===== src/hdl/nvdar_pkg.sv =====
// Package: register map, field layouts and reset values of the memory holding registers
package nvdar_pkg;

    // ------------------------------------------------------------
    // Register byte offsets (one aligned word each)
    // ------------------------------------------------------------
    localparam logic [7:0] NVDAR_OFF_DATA_LOW     = 8'h00; // Low data byte
    localparam logic [7:0] NVDAR_OFF_DATA_HIGH    = 8'h04; // High data bits
    localparam logic [7:0] NVDAR_OFF_ADDRESS_LOW  = 8'h08; // Low address byte
    localparam logic [7:0] NVDAR_OFF_ADDRESS_HIGH = 8'h0c; // High address bits
    localparam logic [7:0] NVDAR_OFF_STATUS       = 8'h10; // Read state and last result

    // ------------------------------------------------------------
    // Field widths and masks
    // ------------------------------------------------------------
    localparam int         NVDAR_DATA_W      = 14;     // Memory word width
    localparam int         NVDAR_ADDR_W      = 15;     // Address width
    localparam logic [7:0] NVDAR_DATA_HI_MSK = 8'h3f;  // Implemented high data bits
    localparam logic [7:0] NVDAR_ADDR_HI_MSK = 8'h7f;  // Implemented high address bits

    // ------------------------------------------------------------
    // Reset values
    // ------------------------------------------------------------
    localparam logic [7:0] NVDAR_ADDR_RST = 8'h00;     // Address cleared on any reset
    localparam logic [7:0] NVDAR_DATA_POR = 8'h00;     // Data value chosen at power-on

    // ------------------------------------------------------------
    // Status register bit positions
    // ------------------------------------------------------------
    localparam int NVDAR_ST_BUSY  = 0;                 // Read in progress
    localparam int NVDAR_ST_CLEAR = 1;                 // Last read was out of range

    // Read sequencer states
    typedef enum logic [1:0] {
        NVDAR_IDLE,
        NVDAR_WAIT,
        NVDAR_LOAD
    } nvdar_state_t;

endpackage


===== src/hdl/nvdar_apb_slave.sv =====
// APB slave front end: decodes setup/access phases into single-cycle strobes
`timescale 1ns/1ps
`default_nettype none
module nvdar_apb_slave
    import nvdar_pkg::*;
(
    input  wire logic        pclk,       // Core clock
    input  wire logic        presetn,    // Async reset, active low
    input  wire logic        psel,       // APB select
    input  wire logic        penable,    // APB access phase
    input  wire logic        pwrite,     // APB direction
    input  wire logic [7:0]  paddr,      // APB byte address
    output logic             pready,     // Writes zero wait, reads one wait state
    output logic             pslverr,    // Error for unmapped address
    output logic             wr_stb,     // Write takes effect this edge
    output logic             rd_stb,     // Read data captured this edge
    output logic [7:0]       acc_addr    // Address of the access
);

    // ------------------------------------------------------------
    // Decode
    // ------------------------------------------------------------
    logic access;                         // Access phase qualifier
    logic mapped;                         // Address hits a register
    logic rd_wait_reg;                    // Read data registered, answer now
    logic rd_wait_next;                   // Next value of the read wait flag

    // Reads take one wait state: read data is a flop loaded in the first
    // access cycle, so it has settled by the time pready rises
    always_comb begin
        access       = psel && penable;
        mapped       = (paddr == NVDAR_OFF_DATA_LOW)    || (paddr == NVDAR_OFF_DATA_HIGH) ||
                       (paddr == NVDAR_OFF_ADDRESS_LOW) || (paddr == NVDAR_OFF_ADDRESS_HIGH) ||
                       (paddr == NVDAR_OFF_STATUS);
        rd_wait_next = access && !pwrite && !rd_wait_reg;
        pready       = access && (pwrite || rd_wait_reg);
        pslverr      = pready && !mapped;
        wr_stb       = access && pwrite && mapped;
        rd_stb       = access && !pwrite && !rd_wait_reg;
        acc_addr     = paddr;
    end

    // Read wait flag; clears on the answering edge
    always_ff @(posedge pclk or negedge presetn) begin
        if (!presetn) begin
            rd_wait_reg <= 1'b0;
        end else begin
            rd_wait_reg <= rd_wait_next;
        end
    end

endmodule
`default_nettype wire


===== src/hdl/nvdar_top.sv =====
// Data and address holding registers of the nonvolatile memory access unit
// ------------------------------------------------------------
// ------------------------------------------------------------
`timescale 1ns/1ps
`default_nettype none
module nvdar_top
    import nvdar_pkg::*;
(
    input  wire logic                    pclk,           // Core clock, 40 MHz
    input  wire logic                    presetn,        // Async reset, active low (any reset)
    input  wire logic                    por_n,          // Power-on/brown-out reset, active low
    input  wire logic                    psel,           // APB select
    input  wire logic                    penable,        // APB enable
    input  wire logic                    pwrite,         // APB direction
    input  wire logic [7:0]              paddr,          // APB address
    input  wire logic [31:0]             pwdata,         // APB write data
    output logic      [31:0]             prdata,         // APB read data
    output logic                         pready,         // APB ready
    output logic                         pslverr,        // APB error
    input  wire logic                    rd_start,       // Read request from control logic
    input  wire logic                    config_space_select, // Read targets config space
    output logic      [NVDAR_ADDR_W-1:0] nvm_address_word, // Address to memory
    input  wire logic                    mem_done,       // Memory word ready
    input  wire logic [NVDAR_DATA_W-1:0] mem_rdata,      // Word from memory
    output logic      [NVDAR_DATA_W-1:0] nvm_data_word   // Data word to memory
);

    // ------------------------------------------------------------
    // Bus front end
    // ------------------------------------------------------------
    logic       wr_stb;                   // Register write strobe
    logic       rd_stb;                   // Register read strobe
    logic [7:0] acc_addr;                 // Accessed offset

    nvdar_apb_slave u_apb (
        .pclk     (pclk),
        .presetn  (presetn),
        .psel     (psel),
        .penable  (penable),
        .pwrite   (pwrite),
        .paddr    (paddr),
        .pready   (pready),
        .pslverr  (pslverr),
        .wr_stb   (wr_stb),
        .rd_stb   (rd_stb),
        .acc_addr (acc_addr)
    );

    // ------------------------------------------------------------
    // Helpers
    // ------------------------------------------------------------
    // Config space accessible: user IDs 0..3, device ID 6, config words 7..8
    function automatic logic cfg_readable(input logic [NVDAR_ADDR_W-1:0] a);
        logic [14:0] lo;
        lo = a;
        return (lo <= 15'h0003) || ((lo >= 15'h0006) && (lo <= 15'h0008));
    endfunction

    // Zero-extend an 8-bit register onto the 32-bit read bus
    function automatic logic [31:0] rd_word(input logic [7:0] v);
        return {24'h000000, v};
    endfunction

    // ------------------------------------------------------------
    // Register state
    // ------------------------------------------------------------
    logic [7:0]   data_low_reg,  data_low_next;   // Low data byte
    logic [7:0]   data_high_reg, data_high_next;  // High data, bits 5:0 live
    logic [7:0]   addr_low_reg,  addr_low_next;   // Low address byte
    logic [7:0]   addr_high_reg, addr_high_next;  // High address, bits 6:0 live
    logic [31:0]  prdata_reg,    prdata_next;     // Registered read data
    logic         cleared_reg,   cleared_next;    // Last read was out of range
    nvdar_state_t state_reg,     state_next;      // Read sequencer
    logic         por_meta,      por_sync;        // Power-on reset synchroniser

    // Outputs assembled from the registers
    always_comb begin
        nvm_address_word = {addr_high_reg[6:0], addr_low_reg};
        nvm_data_word    = {data_high_reg[5:0], data_low_reg};
        prdata           = prdata_reg;
    end

    // ------------------------------------------------------------
    // Power-on reset synchroniser
    // ------------------------------------------------------------
    // Two flops since the power-on level comes from outside logic.
    // No reset here on purpose: if the ordinary reset cleared these
    // flops, every ordinary reset would look like a power-on and wipe
    // the data registers, which must keep their contents through it
    always_ff @(posedge pclk) begin
        por_meta <= por_n;
        por_sync <= por_meta;
    end

    // ------------------------------------------------------------
    // Read sequencer
    // ------------------------------------------------------------
    // Waits for memory after a read request, then loads the word.
    // A request while busy is dropped, not queued: software polls
    // the busy bit before starting the next read
    always_comb begin
        state_next = state_reg;
        case (state_reg)
            NVDAR_IDLE: begin
                if (rd_start) begin
                    state_next = NVDAR_WAIT;
                end
            end
            NVDAR_WAIT: begin
                if (mem_done) begin
                    state_next = NVDAR_LOAD;
                end
            end
            NVDAR_LOAD: begin
                state_next = NVDAR_IDLE;
            end
            default: begin
                state_next = NVDAR_IDLE;
            end
        endcase
    end

    // ------------------------------------------------------------
    // Register next-value logic
    // ------------------------------------------------------------
    // Memory load has priority over a same-cycle software write, so
    // a read-back verify always sees the memory contents.
    // The word is taken on the edge that sees mem_done: memory only
    // holds it on mem_rdata for that one cycle, so waiting for the
    // LOAD state would capture whatever follows it
    always_comb begin
        data_low_next  = data_low_reg;
        data_high_next = data_high_reg;
        addr_low_next  = addr_low_reg;
        addr_high_next = addr_high_reg;
        cleared_next   = cleared_reg;
        if (wr_stb) begin
            case (acc_addr)
                NVDAR_OFF_DATA_LOW:     data_low_next  = pwdata[7:0];
                NVDAR_OFF_DATA_HIGH:    data_high_next = pwdata[7:0] & NVDAR_DATA_HI_MSK;
                NVDAR_OFF_ADDRESS_LOW:  addr_low_next  = pwdata[7:0];
                NVDAR_OFF_ADDRESS_HIGH: addr_high_next = pwdata[7:0] & NVDAR_ADDR_HI_MSK;
                default: begin
                    // Status is read only
                end
            endcase
        end
        if (state_reg == NVDAR_WAIT && mem_done) begin
            if (config_space_select && !cfg_readable(nvm_address_word)) begin
                data_low_next  = 8'h00;
                data_high_next = 8'h00;
                cleared_next   = 1'b1;
            end else begin
                data_low_next  = mem_rdata[7:0];
                data_high_next = {2'b00, mem_rdata[13:8]};
                cleared_next   = 1'b0;
            end
        end
    end

    // Read mux; unmapped offsets return zero.
    // Loaded in the first access cycle of a read, which the bus front
    // end stretches by one wait state, so the word is settled by the
    // time pready rises
    always_comb begin
        prdata_next = prdata_reg;
        if (rd_stb) begin
            case (acc_addr)
                NVDAR_OFF_DATA_LOW:     prdata_next = rd_word(data_low_reg);
                NVDAR_OFF_DATA_HIGH:    prdata_next = rd_word(data_high_reg & NVDAR_DATA_HI_MSK);
                NVDAR_OFF_ADDRESS_LOW:  prdata_next = rd_word(addr_low_reg);
                NVDAR_OFF_ADDRESS_HIGH: prdata_next = rd_word(addr_high_reg & NVDAR_ADDR_HI_MSK);
                NVDAR_OFF_STATUS:       prdata_next = {30'h00000000, cleared_reg, state_reg != NVDAR_IDLE};
                default:                prdata_next = 32'h00000000;
            endcase
        end
    end

    // ------------------------------------------------------------
    // Address, status and sequencer registers (cleared on any reset)
    // ------------------------------------------------------------
    always_ff @(posedge pclk or negedge presetn) begin
        if (!presetn) begin
            addr_low_reg  <= NVDAR_ADDR_RST;
            addr_high_reg <= NVDAR_ADDR_RST;
            cleared_reg   <= 1'b0;
            state_reg     <= NVDAR_IDLE;
            prdata_reg    <= 32'h00000000;
        end else begin
            addr_low_reg  <= addr_low_next;
            addr_high_reg <= addr_high_next;
            cleared_reg   <= cleared_next;
            state_reg     <= state_next;
            prdata_reg    <= prdata_next;
        end
    end

    // ------------------------------------------------------------
    // Data registers: kept through ordinary resets
    // ------------------------------------------------------------
    // No async reset so contents survive; power-on gives a defined value
    // in place of the unknown value real silicon would show.
    // Limitation: a write in the two cycles after power-on release is
    // lost while the synchronised level catches up
    always_ff @(posedge pclk) begin
        if (!por_sync) begin
            data_low_reg  <= NVDAR_DATA_POR;
            data_high_reg <= NVDAR_DATA_POR;
        end else begin
            data_low_reg  <= data_low_next;
            data_high_reg <= data_high_next;
        end
    end
endmodule
`default_nettype wire

===== config.mk =====
export PLATFORM = sky130hd
export DESIGN_NAME = nvdar_top
export DESIGN_NICKNAME = d
export VERILOG_FILES = /design/src/hdl/nvdar_pkg.sv /design/src/hdl/nvdar_apb_slave.sv /design/src/hdl/nvdar_top.sv
export SDC_FILE = /design/constraint.sdc
export NUM_CORES = 1
export LEC_CHECK = 0
export BUFFER_PORTS_ARGS = -buffer_cell sky130_fd_sc_hd__buf_2
export CAP_MARGIN = 20
export CORE_MARGIN = 2
export CORE_UTILIZATION = 47
export DETAILED_ROUTE_END_ITERATION = 6
export PLACE_DENSITY_LB_ADDON = 0.2
export SLEW_MARGIN = 25
export SYNTH_ARGS = -nofsm -noshare
export SYNTH_HDL_FRONTEND = slang
export SYNTH_SLANG_ARGS = --single-unit

===== constraint.sdc =====
create_clock -name pclk -period 3 [get_ports pclk]
set_input_delay 0.3 -clock pclk [delete_from_list [all_inputs] [get_ports pclk]]
set_output_delay 0.3 -clock pclk [all_outputs]
set_load 0.005 [all_outputs]

==> results.sh <==
export IMPL_power_leakage_nw=1.42
export IMPL_clkTransAtPathRegs_ps=80
export IMPL_drt_total_wl_um=5120
export IMPL_worst_path_max_delay_cell="or4_4"
export IMPL_slew_limit_headroom_pct=57.7
export IMPL_period_share_pct=57.6
export IMPL_cp_required_ps=3190
export IMPL_final_nets=347
export IMPL_drive_gt1_share_pct=39.6
export IMPL_crit_arrival_ps=1920
export IMPL_numCtsBuffers=5
export IMPL_synth_avg_cell_area_um2=10.8
export IMPL_rsz0062_at_grt="no"
export IMPL_core_um2=4440
export IMPL_grt_util_met3_pct=4.83
export IMPL_insertion_delay_ps=300
export IMPL_die_h_um=72.7
export IMPL_p_per_area_nw_per_um2=455
export IMPL_crit_reg2reg_launch="addr_high_reg[1]"
export IMPL_grt_overflow=0
export IMPL_grt_pass1_wl_um=8310
export IMPL_timing_critical_path_from_type="input pin"
export IMPL_htreeDepth=2
export IMPL_setup_worst_path_start="paddr[1]"
export IMPL_antenna_found_initial=0
export IMPL_cts_setup_buffers=0
export IMPL_synth_edf_count=0
export IMPL_yosys_warnings=0
export IMPL_num_vias=1784
export IMPL_power_switching_w=0.000318
export IMPL_fin_setup_tns_ps=0
export IMPL_first_iter_violations=114
export IMPL_pwr_share_clk_pct=33.9
export IMPL_yosysSeqAreaShare_pct=44.9
export IMPL_finalSetupViolations=0
export IMPL_hold_viol_final=0
export IMPL_grt_most_used_layer="met2"
export IMPL_grt_use_met2_pct=34.3
export IMPL_ir_drop_mv=0.261
export IMPL_maxSlewViolCount=0
export IMPL_status="finished clean"
export IMPL_num_fill_cells=393
export IMPL_ioPinCount=126
export IMPL_crit_chain="buf_2 > or4_4 > nor3_4 > nand3_4 > mux2_2"
export IMPL_syn_to_final_growth_pct=20.3
export IMPL_r2r_slack_ps=1290
export IMPL_ys_seq_elements=43
export IMPL_crit_fanout=9
export IMPL_netlist_instances=206
export IMPL_power_switching_share_pct=26.2
export IMPL_root_buffer="clkbuf_8"
export IMPL_first_global_vias=1710
export IMPL_grt_use_total_pct=20.8
export IMPL_hold_class="in -> async"
export IMPL_rows=24
export IMPL_die_area_um2=5280
export IMPL_hold_buffers=0
export IMPL_wire_per_inst_um=15.2
export IMPL_die_x_um=72.7
export IMPL_hold_slack_ps=15.3
export IMPL_intPower_w=0.000895
export IMPL_worst_pin_slew_ps=635
export IMPL_setup_slack_ps=1270
export IMPL_cts_tree="yes"
export IMPL_final_cell_area_um2=2670
export IMPL_avgViaCountPerCell=5.29
export IMPL_cts_resized=0
export IMPL_dpl_hpwl_um=3840
export IMPL_dpl_cell_area_um2=2560
export IMPL_routabilityCongestion=0.806
export IMPL_synth_flop_cell="dfrtp_1"
export IMPL_worstSetupEndpoint="addr_low_reg[1]"
export IMPL_end_kind="register"
export IMPL_synthArstFlopShare_pct=62.8
export IMPL_fmax_mhz=578
export IMPL_r2r_end="data_high_reg[1]"
export IMPL_fin_skew_ps=4.03
export IMPL_port_buffers=77
export IMPL_r2r_cells=5
export IMPL_synth_cell_types=34
export IMPL_maxCapViolations=0
export IMPL_syn_cell_area_um2=2220
export IMPL_clock_sinks=43
export IMPL_power_share_combinational_pct=14.0
export IMPL_pwr_share_seq_pct=52.1
export IMPL_diodes=0
export IMPL_critPathKind="in -> reg"
export IMPL_dp_worst_setup_slack_ps=952
export IMPL_grt_max_degree=28
export IMPL_dr_pass1_iters=4
export IMPL_start_util_pct=49.9
export IMPL_critPathMaxStageDelay_ps=570
export IMPL_drt_drc_violations_left=0
export IMPL_cts_max_path_buffers=2
export IMPL_fin_crit_ps=1730
export IMPL_ant_nets=0
export IMPL_use_met1_pct=27.5
area by class of cell:
| type | instances | area [um2] | area share (%) |
|---|---|---|---|
| clock buffers | 7 | 96.3 | 3.61 |
| clock inverters | 1 | 6.26 | 0.235 |
| inverters | 5 | 18.8 | 0.704 |
| multi-input cells | 149 | 1080 | 40.4 |
| flip-flops and latches | 43 | 996 | 37.4 |
| well taps | 52 | 65.1 | 2.44 |
| repair buffers | 80 | 408 | 15.3 |
critical path, delay by kind of cell:
family                 cells  cell delay, ps
and+or+nand+nor            3            1190
muxes                      1             320
buffers and inverters      1             100
power by group through the flow:
| stage | Clock (W) | Sequential (W) | Combinational, W |
|---|---|---|---|
| global placement | 0 | 0.000643 | 0.000167 |
| detailed placement | 0 | 0.000643 | 0.000172 |
| floorplan | 0 | 0.000641 | 0.000108 |
| global route | 0.000443 | 0.000636 | 0.000192 |
| finish | 0.000411 | 0.000632 | 0.000170 |
| CTS | 0.000422 | 0.000631 | 0.000172 |
per-stage QoR:
step	instances	total power, W	util, %
3_3_place_gp	329	0.000810	57.7
5_1_grt	337	0.00127	60.0
2_1_floorplan	229	0.000749	-
4_1_cts	337	0.00123	60.0
6_report	337	0.00121	60.0
3_5_place_dp	329	0.000815	57.7
how the worst min path moves through the flow:
stage,from,endpoint,slack [ps],depth (start not counted)
after floorplan,presetn,addr_high_reg[0],4,0
after global placement,por_meta,por_sync,310,0
after detailed placement,por_meta,por_sync,310,0
after CTS,presetn,addr_high_reg[2],30,1
after global routing,presetn,addr_high_reg[2],50,1
final,presetn,addr_high_reg[2],20,1
Yosys cell counts (2+ instances only):
cell | instances | area [um2]
and3_1 | 2 | 12.5
nor2_1 | 10 | 37.5
mux4_2 | 4 | 90.1
clkbuf_1 | 5 | 18.8
buf_4 | 24 | 180
buf_2 | 2 | 10.0
o21ai_0 | 9 | 45.0
dfxtp_1 | 16 | 320
nand3_4 | 2 | 35.0
mux2i_1 | 17 | 170
nor3_1 | 2 | 10.0
a21oi_1 | 3 | 15.0
nand3_1 | 10 | 50.1
dfrtp_1 | 27 | 676
nor4_1 | 3 | 18.8
nand2_1 | 17 | 63.8
mux2_2 | 17 | 191
inv_1 | 4 | 15.0
o2bb2ai_1 | 14 | 123
nand3b_1 | 4 | 30.0
cells in the final DEF, fill, tap and decap left out, types with 4 or more instances in the layout:
| cell type | count |
|---|---|
| dfxtp_1 | 16 |
| nand2_1 | 17 |
| mux4_2 | 4 |
| clkbuf_8 | 7 |
| mux2i_1 | 17 |
| o2bb2ai_1 | 14 |
| o21ai_0 | 9 |
| nand3_1 | 10 |
| nand3b_1 | 4 |
| nor2_1 | 10 |
| buf_2 | 77 |
| conb_1 | 24 |
| mux2_2 | 17 |
| inv_1 | 4 |
| dfrtp_1 | 27 |
logic make-up (layout without fill, tap and decap cells):
family	Yosys count	count (layout)	share of synthesized area, %
and+or+nand+nor	56	56	14.2
DFF	43	43	44.9
muxes	38	38	20.4
buffers and inverters	37	93	10.4
AOI/OAI and AO/OA	31	31	9.93
other	1	24	0.169
per-layer routing:
metal | vias to the layer above | wire length (um)
met1 | 847 | 2300
met5 | - | 0
met4 | 0 | 57
li1 | 850 | -
met2 | 81 | 2410
met3 | 6 | 352
Power figures use the tool's default switching activity.
